==> src/sclk_pkg.sv <==
// sclk_pkg: constants and types shared by the system clock control block
// assumes: single 125 MHz control clock, plain configuration ports
package sclk_pkg;
    localparam int CLK_MHZ = 125;
    // clock sources offered to the system clock mux
    typedef enum logic [2:0] {
        SRC_MAIN = 3'h0,
        SRC_INT = 3'h1,
        SRC_INT4 = 3'h2,
        SRC_LOW = 3'h3,
        SRC_PLL = 3'h4
    } sclk_src_e;
    // power modes, one-hot
    typedef enum logic [3:0] {
        MD_RUN = 4'h1,
        MD_SLEEP = 4'h2,
        MD_DEEP = 4'h4,
        MD_WAKE = 4'h8
    } sclk_mode_e;
    localparam int RELOCK_W = 13;
    localparam logic [12:0] RELOCK_LOAD = 13'h1200;
    localparam logic [3:0] CRYSTAL_SELECT_RST = 4'hb;
    localparam logic [5:0] DIV_RST = 6'h0f;
    localparam logic [5:0] DIV_DS_BASE = 6'h0f;
    localparam logic [5:0] DIV_DS_EXT = 6'h3f;
    localparam logic [13:0] XLAT_BASE = 14'h0040;
    localparam logic [13:0] XLAT_STEP = 14'h0021;
    function automatic logic [13:0] sclk_xlat(input logic [3:0] x);
        return XLAT_BASE + 14'(14'(x) * XLAT_STEP);
    endfunction : sclk_xlat
    localparam logic [13:0] XLAT_RST = XLAT_BASE + 14'(14'(CRYSTAL_SELECT_RST) * XLAT_STEP);
endpackage : sclk_pkg

==> src/sclk_ctrl.sv <==
// sclk_ctrl: system clock source select, pll relock gating, power modes
// assumes: config fields held by software, wake_irq from interrupt logic
`timescale 1ns/1ps
`default_nettype none
module sclk_ctrl #(
    parameter int NPERIPH = 32,
    parameter logic [12:0] RELOCK_COUNT = sclk_pkg::RELOCK_LOAD
) (
    input wire logic clk,
    input wire logic rst_b,
    input wire logic main_osc_tick,
    input wire logic [3:0] crystal_select,
    input wire logic [1:0] rcc_osc_src,
    input wire logic rcc_bypass,
    input wire logic rcc_pll_pwrdn,
    input wire logic use_sys_divider,
    input wire logic [3:0] rcc_system_clock_divider,
    input wire logic auto_gating,
    input wire logic ext_config_select,
    input wire logic [2:0] ext_osc_src,
    input wire logic ext_bypass,
    input wire logic ext_pll_pwrdn,
    input wire logic [5:0] ext_system_clock_divider,
    input wire logic [2:0] deep_sleep_clock_config,
    input wire logic [NPERIPH-1:0] run_gating_regs,
    input wire logic [NPERIPH-1:0] sleep_gating_regs,
    input wire logic [NPERIPH-1:0] deep_sleep_gating_regs,
    input wire logic wait_for_interrupt,
    input wire logic deep_sleep_enable,
    input wire logic wake_irq,
    input wire logic pll_lock_int_mask,
    output sclk_pkg::sclk_src_e system_clock_sel_q,
    output logic [5:0] system_clock_divider_q,
    output logic use_sys_divider_q,
    output logic pll_power_q,
    output logic [13:0] pll_translation_q,
    output logic pll_lock_raw_status_q,
    output logic pll_lock_int_q,
    output logic [NPERIPH-1:0] periph_clk_en_q,
    output logic core_clk_en_q,
    output logic main_osc_power_q,
    output logic internal_osc_power_q,
    output logic low_osc_power_q,
    output logic sleep_q,
    output logic deep_sleep_q
);
    import sclk_pkg::*;

    sclk_mode_e mode_q, mode_d;
    sclk_src_e entry_src_q, entry_src_d;
    logic pll_was_q, pll_was_d;
    logic [3:0] crystal_select_q;
    logic bypass_eff, pwrdn_eff, crystal_select_chg, pll_up, relock_start;
    logic [5:0] div_eff;
    sclk_src_e osc_eff, src_run, ds_src;
    sclk_src_e sel_d;
    logic [5:0] div_d;
    logic use_div_d, pll_on_d, core_d, main_pwr_d, int_pwr_d, low_pwr_d;
    logic [NPERIPH-1:0] periph_d;
    logic [13:0] xlat_d;
    logic deep_d;

    sclk_relock_timer #(
        .CW(RELOCK_W),
        .LOAD(RELOCK_COUNT)
    ) u_relock (
        .clk(clk),
        .rst_b(rst_b),
        .start(relock_start),
        .tick(main_osc_tick),
        .pll_on(pll_power_q),
        .count_q(),
        .locked_q(pll_lock_raw_status_q)
    );

    // effective run configuration and relock triggers
    always_comb begin
        // computed first: a crystal change drops the pll before lock falls
        crystal_select_chg = crystal_select != crystal_select_q;
        bypass_eff = ext_config_select ? ext_bypass : rcc_bypass;
        pwrdn_eff = ext_config_select ? ext_pll_pwrdn : rcc_pll_pwrdn;
        div_eff = ext_config_select ? ext_system_clock_divider
                                    : {2'h0, rcc_system_clock_divider};
        if (ext_config_select) begin
            unique case (ext_osc_src)
                3'h1: osc_eff = SRC_INT;
                3'h2: osc_eff = SRC_INT4;
                3'h3: osc_eff = SRC_LOW;
                default: osc_eff = SRC_MAIN;
            endcase
        end else begin
            unique case (rcc_osc_src)
                2'h0: osc_eff = SRC_MAIN;
                2'h1: osc_eff = SRC_INT;
                2'h2: osc_eff = SRC_INT4;
                2'h3: osc_eff = SRC_LOW;
            endcase
        end
        // pll only once relocked, else the chosen oscillator
        if (!bypass_eff && pll_power_q && pll_lock_raw_status_q
                && !crystal_select_chg) begin
            src_run = SRC_PLL;
        end else begin
            src_run = osc_eff;
        end
        unique case (deep_sleep_clock_config)
            3'h1: ds_src = SRC_INT;
            3'h2: ds_src = SRC_INT4;
            3'h3: ds_src = SRC_LOW;
            default: ds_src = SRC_MAIN;
        endcase
        xlat_d = crystal_select_chg ? sclk_xlat(crystal_select)
                          : pll_translation_q;
    end

    // power mode sequencing
    always_comb begin
        mode_d = mode_q;
        entry_src_d = entry_src_q;
        pll_was_d = pll_was_q;
        unique case (mode_q)
            MD_RUN: begin
                if (wait_for_interrupt) begin
                    entry_src_d = src_run;
                    pll_was_d = pll_power_q;
                    mode_d = deep_sleep_enable ? MD_DEEP : MD_SLEEP;
                end
            end
            MD_SLEEP: begin
                if (wake_irq) begin
                    mode_d = MD_RUN;
                end
            end
            MD_DEEP: begin
                if (wake_irq) begin
                    mode_d = MD_WAKE;
                end
            end
            MD_WAKE: begin
                // stay until the entry source is back, then reopen clocks
                if (src_run == entry_src_q) begin
                    mode_d = MD_RUN;
                end
            end
            default: mode_d = MD_RUN;
        endcase
    end

    always_ff @(posedge clk or negedge rst_b) begin
        if (!rst_b) begin
            mode_q <= MD_RUN;
            entry_src_q <= SRC_INT;
            pll_was_q <= 1'b0;
        end else begin
            mode_q <= mode_d;
            entry_src_q <= entry_src_d;
            pll_was_q <= pll_was_d;
        end
    end

    // clock tree outputs, aligned with the next mode
    always_comb begin
        deep_d = mode_d == MD_DEEP;
        pll_on_d = !pwrdn_eff && !deep_d;
        pll_up = pll_on_d && !pll_power_q;
        relock_start = crystal_select_chg || pll_up;
        sel_d = deep_d ? ds_src : src_run;
        div_d = div_eff;
        use_div_d = use_sys_divider && !bypass_eff;
        if (deep_d && pll_was_d) begin
            div_d = ext_config_select ? DIV_DS_EXT : DIV_DS_BASE;
            use_div_d = 1'b1;
        end
        core_d = mode_d == MD_RUN;
        unique case (mode_d)
            MD_SLEEP: periph_d = auto_gating ? sleep_gating_regs
                                             : run_gating_regs;
            MD_DEEP, MD_WAKE: periph_d = auto_gating ? deep_sleep_gating_regs
                                                     : run_gating_regs;
            default: periph_d = run_gating_regs;
        endcase
        main_pwr_d = !(deep_d && ds_src != SRC_MAIN);
        int_pwr_d = !deep_d || ds_src == SRC_INT || ds_src == SRC_INT4;
        low_pwr_d = sel_d == SRC_LOW;
    end

    always_ff @(posedge clk or negedge rst_b) begin
        if (!rst_b) begin
            system_clock_sel_q <= SRC_INT;
            system_clock_divider_q <= DIV_RST;
            use_sys_divider_q <= 1'b0;
            pll_power_q <= 1'b0;
            crystal_select_q <= CRYSTAL_SELECT_RST;
            pll_translation_q <= XLAT_RST;
            pll_lock_int_q <= 1'b0;
            periph_clk_en_q <= '0;
            core_clk_en_q <= 1'b1;
            main_osc_power_q <= 1'b1;
            internal_osc_power_q <= 1'b1;
            low_osc_power_q <= 1'b0;
            sleep_q <= 1'b0;
            deep_sleep_q <= 1'b0;
        end else begin
            system_clock_sel_q <= sel_d;
            system_clock_divider_q <= div_d;
            use_sys_divider_q <= use_div_d;
            pll_power_q <= pll_on_d;
            crystal_select_q <= crystal_select;
            pll_translation_q <= xlat_d;
            pll_lock_int_q <= pll_lock_raw_status_q && pll_lock_int_mask;
            periph_clk_en_q <= periph_d;
            core_clk_en_q <= core_d;
            main_osc_power_q <= main_pwr_d;
            internal_osc_power_q <= int_pwr_d;
            low_osc_power_q <= low_pwr_d;
            sleep_q <= mode_d == MD_SLEEP;
            deep_sleep_q <= deep_d || mode_d == MD_WAKE;
        end
    end

    a_pll_gated:
    assert property (@(posedge clk) disable iff (!rst_b)
        !pll_lock_raw_status_q |=> system_clock_sel_q != SRC_PLL)
    else $error("pll used as clock before relock");

    a_xlat_follow:
    assert property (@(posedge clk) disable iff (!rst_b)
        crystal_select_chg |=> pll_translation_q == sclk_xlat($past(crystal_select)))
    else $error("translation not updated on crystal change");

    a_same_crystal_select:
    assert property (@(posedge clk) disable iff (!rst_b)
        ($stable(crystal_select) && pll_power_q && $past(pll_power_q))
        |-> !relock_start)
    else $error("relock started without a change");

    a_pll_off_deep:
    assert property (@(posedge clk) disable iff (!rst_b)
        mode_q == MD_DEEP |-> !pll_power_q && (!pll_was_q ||
        system_clock_divider_q == DIV_DS_BASE || system_clock_divider_q == DIV_DS_EXT))
    else $error("deep sleep pll or divider override wrong");

    a_wfi_entry:
    assert property (@(posedge clk) disable iff (!rst_b)
        (mode_q == MD_RUN && wait_for_interrupt) |=>
        (deep_sleep_q == $past(deep_sleep_enable)) && !core_clk_en_q)
    else $error("wait for interrupt entered wrong mode");

    a_sleep_gating:
    assert property (@(posedge clk) disable iff (!rst_b)
        (mode_q == MD_SLEEP) |-> !core_clk_en_q && periph_clk_en_q ==
        $past(auto_gating ? sleep_gating_regs : run_gating_regs))
    else $error("sleep gating set not applied");

    a_deep_gating:
    assert property (@(posedge clk) disable iff (!rst_b)
        (mode_q == MD_DEEP) |-> periph_clk_en_q ==
        $past(auto_gating ? deep_sleep_gating_regs : run_gating_regs))
    else $error("deep sleep gating set not applied");

    a_sleep_wake:
    assert property (@(posedge clk) disable iff (!rst_b)
        (mode_q == MD_SLEEP && wake_irq) |=> core_clk_en_q && !sleep_q)
    else $error("interrupt did not wake from sleep");

    a_wake_order:
    assert property (@(posedge clk) disable iff (!rst_b)
        (mode_q == MD_WAKE) |-> !core_clk_en_q && deep_sleep_q
        && system_clock_sel_q == $past(src_run))
    else $error("clocks reopened before source restored");

    a_bypass_raw:
    assert property (@(posedge clk) disable iff (!rst_b)
        (mode_q == MD_RUN && bypass_eff
        && !(wait_for_interrupt && deep_sleep_enable)) |=>
        !use_sys_divider_q && system_clock_sel_q != SRC_PLL)
    else $error("bypass did not run from raw oscillator");
endmodule : sclk_ctrl
`default_nettype wire

==> src/sclk_relock_timer.sv <==
// sclk_relock_timer: pll relock down counter paced by main oscillator ticks
// assumes: tick is a one-cycle enable derived from the main oscillator
`timescale 1ns/1ps
`default_nettype none
module sclk_relock_timer #(
    parameter int CW = 13,
    parameter logic [CW-1:0] LOAD = '1
) (
    input wire logic clk,
    input wire logic rst_b,
    input wire logic start,
    input wire logic tick,
    input wire logic pll_on,
    output logic [CW-1:0] count_q,
    output logic locked_q
);
    logic [CW-1:0] count_d;
    logic locked_d;

    always_comb begin
        count_d = count_q;
        if (start) begin
            count_d = LOAD;
        end else if (tick && pll_on && count_q != '0) begin
            count_d = count_q - CW'(1);
        end
        locked_d = pll_on && !start && count_d == '0;
    end

    always_ff @(posedge clk or negedge rst_b) begin
        if (!rst_b) begin
            count_q <= LOAD;
            locked_q <= 1'b0;
        end else begin
            count_q <= count_d;
            locked_q <= locked_d;
        end
    end

    a_relock_load:
    assert property (@(posedge clk) disable iff (!rst_b)
        start |=> count_q == LOAD)
    else $error("relock counter not loaded on start");

    a_lock_clear:
    assert property (@(posedge clk) disable iff (!rst_b)
        start |=> !locked_q ##0 (count_q != '0))
    else $error("lock shown during relock interval");

    a_lock_at_zero:
    assert property (@(posedge clk) disable iff (!rst_b)
        (count_q == CW'(1) && tick && pll_on && !start) |=> locked_q)
    else $error("lock not raised when counter expired");
endmodule : sclk_relock_timer
`default_nettype wire

==> config.mk <==
export PLATFORM = sky130hd
export DESIGN_NAME = sclk_ctrl
export DESIGN_NICKNAME = d
export VERILOG_FILES = /design/src/sclk_pkg.sv /design/src/sclk_ctrl.sv /design/src/sclk_relock_timer.sv
export SDC_FILE = /design/constraint.sdc
export NUM_CORES = 1
export LEC_CHECK = 0
export ABC_AREA = 1
export BUFFER_PORTS_ARGS = -buffer_cell sky130_fd_sc_hd__buf_2
export CAP_MARGIN = 20
export CORE_ASPECT_RATIO = 0.75
export CORE_MARGIN = 4
export CORE_UTILIZATION = 53
export DETAILED_ROUTE_END_ITERATION = 6
export PLACE_DENSITY = 0.87
export SYNTH_ARGS = -nofsm -noshare
export SYNTH_HDL_FRONTEND = slang
export SYNTH_SLANG_ARGS = --single-unit
export TNS_END_PERCENT = 1
==> constraint.sdc <==
create_clock -name clk -period 3.1 [get_ports clk]
set_input_delay 0.465 -clock clk [delete_from_list [all_inputs] [get_ports clk]]
set_output_delay 0.465 -clock clk [all_outputs]
set_load 0.02 [all_outputs]
==> results of run 1 <==
-- synthesized netlist by cell type, drive strengths merged --
cell / count
xnor2: 6
dfstp: 20
nor2: 48
buf: 22
a22o: 1
mux2i: 1
nand3: 47
nand4: 33
inv: 43
o21ai: 23
ha: 3
nor3: 3
or2: 1
xor2: 1
a21oi: 10
conb: 1
a31oi: 1
clkbuf: 13
o22ai: 3
dfrtp: 64
nand3b: 1
nand2: 335
-- worst register-to-register path, delay by kind of cell (launching register included) --
| family | cells | cell delay (ns) |
|---|---|---|
| simple gates | 11 | 1.70 |
| flops | 1 | 0.53 |
| buf+inv | 2 | 0.11 |
-- cell families after synthesis --
kind of cell               share of synthesized area (%)
AOI/OAI and AO/OA                                   4.62
xor gates and xnor gates                            1.27
adders and majority gates                          0.779
buffers and inverters                               7.56
DFF                                                 44.2
muxes                                              0.208
other                                             0.0778
and+or+nand+nor                                     41.3
-- power by group --
part,internal [W],leakage [nW],switching [W]
logic,0.000581,2.32,0.00128
registers,0.00143,1.02,0.000121
clock network,0.000613,0.145,0.000426
-- metal layers --
| layer | vias up | track usage (%) | wire, um | share of wire [%] |
|---|---|---|---|---|
| met4 | 0 | 7.71 | 309 | 2.2 |
| met2 | 258 | 44.7 | 6870 | 49 |
| met3 | 31 | 6.51 | 1160 | 8.2 |
| li1 | 2501 | - | - | - |
| met5 | - | 0 | 0 | 0 |
| met1 | 2357 | 32.2 | 5750 | 41 |
-- stage by stage --
step / utilization, % / hold slack, ns / area [sq um]
finish: 70.3 / 0.254 / 6100
CTS: 69.8 / 0.243 / 6050
detailed placement: 66.5 / 0.457 / 5760
global placement: 66.5 / 0.451 / 5760
global route: 70.3 / 0.249 / 6090
floorplan: - / 0.169 / 4830
-- repair_timing --
item,in CTS,in global routing
setup buffers,0,0
endpoints found under the hold margin,0,7
hold buffers,0,1
-- area by class of cell --
| class | instances | area [sq um] |
|---|---|---|
| Tap cell | 108 | 135 |
| Fill cell | 703 | 2570 |
| Timing Repair Buffer | 197 | 1030 |
| Inverter | 43 | 164 |
| Clock inverter | 3 | 18.8 |
| Antenna cell | 2 | 5.00 |
| Sequential cell | 84 | 2130 |
| Clock buffer | 13 | 272 |
| Multi-Input combinational cell | 522 | 2350 |
-- path summary, 6_finish.rpt --
path	startpoint	endpoint	slack (ns)	cells past startpoint
min in group asynchronous	rst_b	periph_clk_en_q[15]	0.53	2
max in group asynchronous	rst_b	mode_q[0]	1.96	3
worst min-delay path	crystal_select[0]	crystal_select_q[0]	0.25	1
worst min register to register	pll_translation_q[7]	pll_translation_q[7]	0.46	2
worst max register to register	crystal_select_q[3]	periph_clk_en_q[26]	0.65	13
worst max-delay path	crystal_select_q[3]	periph_clk_en_q[26]	0.65	13
-- state kept, by name, indices dropped and copies added, names as in the netlist, 3 cells and up --
name / flops
periph_clk_en_q: 32
u_relock.count_q: 13
pll_translation_q: 8
system_clock_divider_q: 6
crystal_select_q: 4
mode_q: 4
entry_src_q: 3
system_clock_sel_q: 3
==> metrics.cfg, run 1 <==
[die]
rows=29
start_util_pct=55.5
die_h_um=90.6
dieWidth_um=118
ios=197
die-area_sq_um=10700
core_area_sq_um=8670

[place]
placed_cells=952
portBuffers=191
place.detailed.hpwl_um=9970
place_ws_ns=0.576
place.gp.congestion=0.891

[timing]
max_freq_mhz=409
slew-limit-headroom_pct=26.0
tns_ns=0
final.min_clock_period_ns=2.45
rsz0062_at_grt=false
hold_viol_final=0
fin_crit_sh_pct=79.0
finalWorstSetupSlack_ns=0.652
drv_slew=0
setup_violations=0
finClkSkew_ns=0.00961
worstMarginPinSlew_ns=1.11

[pwr]
ir_drop_v=0.000457
leakage_nw=3.48
fin_total_pwr_w=0.00446
cellPowerDensity_nw_per_um2=731

[finish]
area_growth_pct=26.6
final_cell_mix=nand2_1 (330), buf_2 (190), dfrtp_1 (64)
fin_cells=972
fin_nets=992
drive_above_1_share_pct=29.8
final_common_cell=nand2_1

[min_path]
hp-class=in -> reg

[detailed_routing]
vias=5147
route.detailed.drc=0
wl_per_cell_um=14.5
vias_per_cell=5.30
first_iter_violations=377
antenna_left=0
drt_pre_antenna_iters=5
wl_um=14100

[critical_path]
critPathKind=reg -> reg
slowest_stage=dfstp_2
crit_path_end_kind=register
worstPathRequired_ns=3.31
crit_family=simple AND/OR/NAND/NOR gates
arrival_ns=2.65
cpPeakStageDelay_ns=0.53
path_max_fanout=34
crit_path_start_kind=register
critPathBufInv=2
path_cells=inv_1, nand2_1, nand2_1, nor2_2, nand3_4, nand2_1, nand2_1, nand2_1, inv_2, nand3_4, nand2_4, nand2_1, nand3_1
path_common_cell=nand2_1

[yosys]
synth.area.top_cells=dfrtp_1 (33%), nand2_1 (26%), dfstp_2 (11%)
synth_top_area_share_pct=33.2
syn_inst=680
yosys.area.top_type=dfrtp_1
synth_area_sq_um=4820
syn_avg_cell_area_sq_um=7.08
yosys_warnings=0
ys_seq_elements=84
yosysSeqAreaShare_pct=44.2
yosysUniqueCellTypes=37

[clocking]
post_cts_resized=0
h-tree-depth=3
cts_tree=built
clk_pin_slew_ns=0.06
cts_root_buf=clkbuf_16
clock_sinks=84
clk_path_buf_depth=2
cts_buffers=9
clkLatencyLatePin_ns=0.33

[global_route]
antenna_found_initial=1
first_global_vias=4995
grt_remaining_overflow=0
grt_pass1_wl_um=23100
grt_usage_pct=25.9
grt_max_degree=85

[run_status]
status=finished, final reports clean

[job]
max-cap-violations=0

(Power assumes the default switching activity.)
==> run 2: changes to the inputs <==
ABC_AREA = 0   (was 1)
CORE_UTILIZATION = 42   (was 53)
PLACE_DENSITY = 0.77   (was 0.87)
clock period = 2 ns   (was 3.1 ns; I/O delays follow)
==> run 2 against run 1 <==
  * The run now ends with negative setup slack left
  * Hold slack got worse by 0.090 ns
  * Largest cell class is now sequential cells
  * First-iteration DRC count decreased by 45%
  * Synthesized cell count shrank 48%
==> metrics.cfg, run 2 <==
[die]
dieWidth_um=122  ; was 118 um
rows=31  ; was 29
start_util_pct=42.8  ; was 55.5%
ios=197  ; unchanged
core_area_sq_um=9620  ; was 8670 sq um
die_h_um=93.8  ; was 90.6 um
die-area_sq_um=11500  ; was 10,700 sq um

[timing]
fin_hold_ws_ns=0.164  ; was 0.254 ns
final.min_clock_period_ns=2.36  ; was 2.45 ns
finClkSkew_ns=0.00724  ; was 0.00961 ns
worstMarginPinSlew_ns=0.554  ; was 1.11 ns
tns_ns=-3.72  ; was 0 ns
rsz0062_at_grt=true  ; was false
hold_viol_final=0  ; unchanged
slew-limit-headroom_pct=63.0  ; was 26.0%
finalWorstSetupSlack_ns=-0.359  ; was 0.652 ns
max_freq_mhz=424  ; was 409 MHz
fin_crit_sh_pct=118  ; was 79.0%
setup_violations=40  ; was 0
drv_slew=0  ; unchanged

[pwr]
ir_drop_v=0.000818  ; was 0.000457 V
clkPwrFrac_pct=25.7  ; was 23.3%
intPower_w=0.00398  ; was 0.00263 W
power_frac_comb_pct=38.7  ; was 41.8%
cellPowerDensity_nw_per_um2=1000  ; was 731 nW/um^2
leakage_nw=2.96  ; was 3.48 nW
power_frac_seq_pct=35.6  ; was 34.8%
p_switching_w=0.00220  ; was 0.00183 W
p_sw_share_pct=35.7  ; was 41.1%

[yosys]
yosysMostFrequentCell=dfrtp_1  ; was nand2_1
yosys_warnings=0  ; unchanged
syn_inst=354  ; was 680
async_flop_share_pct=100  ; unchanged
synth_area_sq_um=4120  ; was 4820 sq um
yosys.area.top_type=dfrtp_1  ; unchanged
synth_top_cells_by_count=dfrtp_1 (64), a22oi_1 (33), o2bb2ai_1 (32)  ; was nand2_1 (330), dfrtp_1 (64), nand3_1 (44)
synth.area.top_cells=dfrtp_1 (39%), dfstp_2 (13%), o2bb2ai_1 (6.8%)  ; was dfrtp_1 (33%), nand2_1 (26%), dfstp_2 (11%)
dominantRegCellSynth=dfrtp_1  ; unchanged
synth_edf_count=0  ; unchanged
syn_avg_cell_area_sq_um=11.6  ; was 7.08 sq um
ys_seq_elements=84  ; unchanged
synth_top_area_share_pct=38.9  ; was 33.2%
yosysSeqAreaShare_pct=51.6  ; was 44.2%
yosysUniqueCellTypes=64  ; was 37

[finish]
largest_reg_flops=32  ; unchanged
num-fill-cells=795  ; was 703
reg_top3=periph_clk_en_q (32), u_relock.count_q (13), pll_translation_q (8)  ; unchanged
area_growth_pct=50.1  ; was 26.6%
fin_nets=742  ; was 992
final_common_cell=buf_2  ; was nand2_1
diodes=0  ; was 2
drive_above_1_share_pct=56.7  ; was 29.8%
final_cell_mix=buf_2 (190), dfrtp_1 (64), buf_4 (59)  ; was nand2_1 (330), buf_2 (190), dfrtp_1 (64)
top_register=periph_clk_en_q  ; unchanged
final_util_pct=64.3  ; was 70.3%

[clocking]
clk_pin_slew_ns=0.07  ; was 0.06 ns
cts_tree=built  ; unchanged
cts_root_buf=clkbuf_16  ; unchanged
h-tree-depth=3  ; unchanged
clkLatencyLatePin_ns=0.34  ; was 0.33 ns
clock_sinks=84  ; unchanged
cts_buffers=9  ; unchanged
clk_path_buf_depth=2  ; unchanged

[critical_path]
slowest_stage=or4_4  ; was dfstp_2
crit_family=simple AND/OR/NAND/NOR gates  ; unchanged
worstPathRequired_ns=2.25  ; was 3.31 ns
critPathKind=reg -> reg  ; unchanged
crit_path_start_kind=register  ; unchanged
path_max_fanout=4  ; was 34
arrival_ns=2.61  ; was 2.65 ns
critPathBufInv=1  ; was 2
crit_path_end_kind=register  ; unchanged
cpPeakStageDelay_ns=0.59  ; was 0.53 ns
path_cells=or4_4, or3_4, buf_4, nor4_4, xnor2_1, o211ai_1, nor4_2  ; was inv_1, nand2_1, nand2_1, nor2_2, nand3_4, nand2_1, nand2_1, nand2_1, inv_2, nand3_4, nand2_4, nand2_1, nand3_1

[place]
place_ws_ns=-0.357  ; was 0.576 ns
place.detailed.hpwl_um=9660  ; was 9970 um
place.gp.congestion=0.865  ; was 0.891
portBuffers=191  ; unchanged

[global_route]
antenna_found_initial=0  ; was 1
first_global_vias=4029  ; was 4,995
grt_max_degree=44  ; was 85
grt_pass1_wl_um=20000  ; was 23,100 um
grt_usage_pct=22.4  ; was 25.9%
grt_remaining_overflow=0  ; unchanged

[run_status]
violations=negative setup slack
status=finished with violations  ; was finished, final reports clean

[job]
max-cap-violations=0  ; unchanged

[detailed_routing]
antenna_left=0  ; unchanged
wl_per_cell_um=17.5  ; was 14.5 um
vias_per_cell=5.23  ; was 5.30
drt_pre_antenna_iters=6  ; was 5
vias=3889  ; was 5,147
first_iter_violations=207  ; was 377
route.detailed.drc=0  ; unchanged
wl_um=13000  ; was 14,100 um

[min_path]
hp-class=in -> reg  ; unchanged

==> run 2: cell types whose count changed after synthesis, moves of 25 or more <==
cell       delta
nand4_1      -30
inv_1        -27
nor2_1       -25
o2bb2ai_1    +32
a22oi_1      +33
nand2_1     -302
nand3_1      -44
==> run 2: worst reg2reg max path, stage by stage, from the launching register on <==
cell	delay [ns]
dfrtp_1	0.38
or4_4	0.59
or3_4	0.38
buf_4	0.16
nor4_4	0.13
xnor2_1	0.20
o211ai_1	0.17
nor4_2	0.25
==> run 2: final cells by class <==
type / count / area [sq um] / share of cell area [%]
flip-flops and latches: 84 / 2130 / 34.4
repair buffers: 263 / 1590 / 25.8
well taps: 132 / 165 / 2.67
inverters: 9 / 33.8 / 0.547
multi-input cells: 240 / 1980 / 32.0
clock buffers: 10 / 239 / 3.87
clock inverters: 6 / 45.0 / 0.729
==> run 2: repair_timing <==
item                                   4_1_cts  5_1_grt
hold buffers                                 1        0
pin swaps                                   12        6
endpoints found under the hold margin       27        0
setup endpoints to repair                   49       54
resized for setup                           15       18
setup buffers                                7        1
==> run 2: final timing paths <==
check                                     start              endpoint  slack [ns]  cells past startpoint
setup / recovery            u_relock.count_q[4]     u_relock.locked_q       -0.36                      7
hold / removal              run_gating_regs[22]   periph_clk_en_q[22]        0.16                      2
setup reg to reg            u_relock.count_q[4]     u_relock.locked_q       -0.36                      7
hold reg to reg            pll_translation_q[3]  pll_translation_q[3]        0.45                      2
max in group asynchronous                 rst_b             mode_q[0]        0.84                      3
min in group asynchronous                 rst_b     use_sys_divider_q        0.48                      2
==> run 2: cell families after synthesis <==
| logic type | synth area share, % |
|---|---|
| buffers and inverters | 4.50 |
| AND/OR/NAND/NOR | 15.0 |
| flip-flops | 51.6 |
| other | 0.0910 |
| AO/OA/AOI/OAI | 21.2 |
| multiplexers | 4.13 |
| XOR/XNOR | 2.55 |
| adder cells (fa/ha/maj) | 0.911 |
==> run 2: per-layer routing <==
metal  part of all wire (%)  global-route usage, %
met5                      0                      0
met3                    7.0                   6.20
met2                     51                   37.9
met1                     41                   27.7
met4                    1.7                   7.36
==> run 2: metrics by stage <==
step                      cells  instance area (sq um)  total power [W]
after floorplan             358                   4150          0.00351
after detailed placement    719                   5670          0.00447
after CTS                   743                   6080          0.00617
final                       744                   6180          0.00618
after global placement      718                   5650          0.00439
after global routing        744                   6180          0.00653
==> run 2: power by group through the flow <==
| stage | combinational [W] | clock, W | sequential [W] |
|---|---|---|---|
| 6_report | 0.00239 | 0.00159 | 0.00220 |
| 2_1_floorplan | 0.000899 | 0 | 0.00261 |
| 3_5_place_dp | 0.00225 | 0 | 0.00222 |
| 5_1_grt | 0.00257 | 0.00171 | 0.00224 |
| 4_1_cts | 0.00234 | 0.00163 | 0.00220 |
| 3_3_place_gp | 0.00218 | 0 | 0.00221 |
==> run 3: changes to the inputs <==
==> constraint.sdc (replaced) <==
create_clock -name clk -period 2 [get_ports clk]
set_input_delay 0.6 -clock clk [delete_from_list [all_inputs] [get_ports clk]]
set_output_delay 0.6 -clock clk [all_outputs]
set_load 0.02 [all_outputs]
==> run 3 against run 2 <==
  * The run still ends with negative setup slack left
  * Register-to-register slack is essentially flat
  * Combinational power about the same
  * Sequential share of layout area shrank 0.39 points
  * Worst setup slack better by 0.0022 ns
  * Flip-flop and latch count stayed put
  * Cell area increased by 1.2%
  * Clock-buffer cell count stayed put
  * Critical path type unchanged
  * Highest routed layer unchanged
==> metrics.cfg, run 3 (synthesized netlist as in run 2, its figures left out) <==
[global_route]
grt_max_degree=85  ; was 44
grt_pass1_wl_um=19300  ; was 20,000 um
grt_usage_pct=21.5  ; was 22.4%
grt_remaining_overflow=0  ; unchanged
antenna_found_initial=0  ; unchanged
first_global_vias=3878  ; was 4,029

[clocking]
cts_root_buf=clkbuf_16  ; unchanged
clk_pin_slew_ns=0.06  ; was 0.07 ns
cts_tree=built  ; unchanged
holdBufCountCts=0  ; was 1
clkLatencyLatePin_ns=0.33  ; was 0.34 ns
cts_buffers=9  ; unchanged
clk_path_buf_depth=2  ; unchanged
clock_sinks=84  ; unchanged
h-tree-depth=3  ; unchanged

[die]
dieWidth_um=122  ; unchanged
start_util_pct=42.8  ; unchanged
core_area_sq_um=9620  ; unchanged
ios=197  ; unchanged
die-area_sq_um=11500  ; unchanged
rows=31  ; unchanged
die_h_um=93.8  ; unchanged

[finish]
diodes=0  ; unchanged
area_growth_pct=51.8  ; was 50.1%
multi_input_area_sq_um=2020  ; was 1980 sq um
regArea_sq_um=2130  ; unchanged
final_common_cell=buf_2  ; unchanged
fin_nets=747  ; was 742
final_cell_mix=buf_2 (190), buf_4 (69), dfrtp_1 (64)  ; was buf_2 (190), dfrtp_1 (64), buf_4 (59)
num-fill-cells=773  ; was 795
reg_top3=periph_clk_en_q (32), u_relock.count_q (13), pll_translation_q (8)  ; unchanged
fin_cells=749  ; was 744
largest_reg_flops=32  ; unchanged
drive_above_1_share_pct=58.5  ; was 56.7%
top_register=periph_clk_en_q  ; unchanged

[place]
portBuffers=191  ; unchanged
place.gp.congestion=0.900  ; was 0.865
place.detailed.hpwl_um=9480  ; was 9660 um
placed_cells=730  ; was 719

[detailed_routing]
wl_per_cell_um=16.8  ; was 17.5 um
vias_per_cell=5.18  ; was 5.23
wl_um=12600  ; was 13,000 um
first_iter_violations=216  ; was 207
antenna_left=0  ; unchanged
vias=3880  ; was 3,889
drt_pre_antenna_iters=4  ; was 6
route.detailed.drc=0  ; unchanged

[timing]
finClkSkew_ns=0.00766  ; was 0.00724 ns
max_freq_mhz=424  ; about the same
setup_violations=37  ; was 40
hold_viol_final=0  ; unchanged
drv_slew=0  ; unchanged
finalWorstSetupSlack_ns=-0.357  ; was -0.359 ns
final.min_clock_period_ns=2.36  ; about the same
fin_crit_sh_pct=118  ; about the same
rsz0062_at_grt=true  ; unchanged

[critical_path]
cpPeakStageDelay_ns=0.59  ; about the same
path_cells=or4_4, nor4_4, mux2i_2, nand4_1, or4b_4, nor4_2  ; was or4_4, or3_4, buf_4, nor4_4, xnor2_1, o211ai_1, nor4_2
crit_path_end_kind=register  ; unchanged
critPathKind=reg -> reg  ; unchanged
worstPathRequired_ns=2.24  ; was 2.25 ns
slowest_stage=or4_4  ; unchanged
path_max_fanout=4  ; unchanged
arrival_ns=2.60  ; was 2.61 ns
crit_path_start_kind=register  ; unchanged

[pwr]
cellPowerDensity_nw_per_um2=990  ; was 1000 nW/um^2
ir_drop_v=0.000699  ; was 0.000818 V
leakage_nw=2.98  ; was 2.96 nW
fin_total_pwr_w=0.00619  ; was 0.00618 W

[run_status]
violations=negative setup slack  ; unchanged
status=finished with violations  ; unchanged

[min_path]
hp-class=in -> async  ; was in -> reg

[job]
max-cap-violations=0  ; unchanged

## run 3: cell count changes in the layout (fill, tap and decap cells not counted), moves of 2 or more
cell    delta
buf_4     +10
buf_6      -4
and3_1     -2
and3_4     +2
inv_1      -2
inv_2      +2
inv_6      -2
nor2_1     -2
nor2_2     +2
## run 3: cell type report
type                    count  share of cell area, %
multi-input cells         240                   32.4
inverters                   9                  0.540
clock buffers              10                   3.66
flip-flops and latches     84                   34.0
well taps                 132                   2.64
repair buffers            268                   25.7
clock inverters             6                   1.04
## run 3: worst max-delay path, delay by kind of cell (launching register included)
| family | cells | cell delay [ns] |
|---|---|---|
| flip-flops | 1 | 0.38 |
| multiplexers | 1 | 0.29 |
| AND/OR/NAND/NOR | 5 | 1.59 |
## run 3: path summary, 6_finish.rpt
| path | cells past startpoint | startpoint | end | slack [ns] |
|---|---|---|---|---|
| worst min-delay path | 2 | rst_b | system_clock_sel_q[2] | 0.25 |
| min in group clk | 2 | pll_translation_q[3] | pll_translation_q[3] | 0.46 |
| max in group asynchronous | 2 | rst_b | system_clock_sel_q[0] | 1.31 |
| worst max register to register | 6 | u_relock.count_q[5] | u_relock.locked_q | -0.36 |
| worst min register to register | 2 | pll_translation_q[3] | pll_translation_q[3] | 0.46 |
| worst max-delay path | 6 | u_relock.count_q[5] | u_relock.locked_q | -0.36 |
## run 3: power by group
part	total [W]	switching [W]	internal, W
combinational	0.00236	0.00137	0.000994
sequential	0.00220	0.000126	0.00208
clock	0.00162	0.000656	0.000967
total	0.00619	0.00215	0.00404
## run 3: per-stage QoR
| step | hold WS (ns) | cell area, sq um | setup WS (ns) | util, % | TNS, ns |
|---|---|---|---|---|---|
| 3_3_place_gp | 0.440 | 5730 | -0.843 | 59.6 | -31.67 |
| 4_1_cts | 0.312 | 6180 | -0.374 | 64.3 | -4.20 |
| 3_5_place_dp | 0.444 | 5750 | -0.709 | 59.8 | -25.43 |
| 5_1_grt | 0.286 | 6250 | -0.452 | 65.0 | -7.84 |
| 2_1_floorplan | 0.304 | 4150 | -0.243 | - | -7.13 |
| 6_report | 0.252 | 6250 | -0.357 | 65.0 | -4.60 |
## run 3: per-layer routing
layer / global-route usage (%) / wire [um] / up-vias
li1: - / - / 1826
met1: 27.5 / 5250 / 1884
met2: 35.6 / 6270 / 145
met3: 5.60 / 829 / 25
met4: 6.90 / 248 / 0
met5: 0 / 0 / -
## run 3: what timing repair did
action / 4_1_cts / 5_1_grt
buffers inserted: 2 / 1
endpoints found under the hold margin: 0 / 0
setup endpoints to repair: 49 / 50
pin swaps: 8 / 5
gates resized for setup: 26 / 14
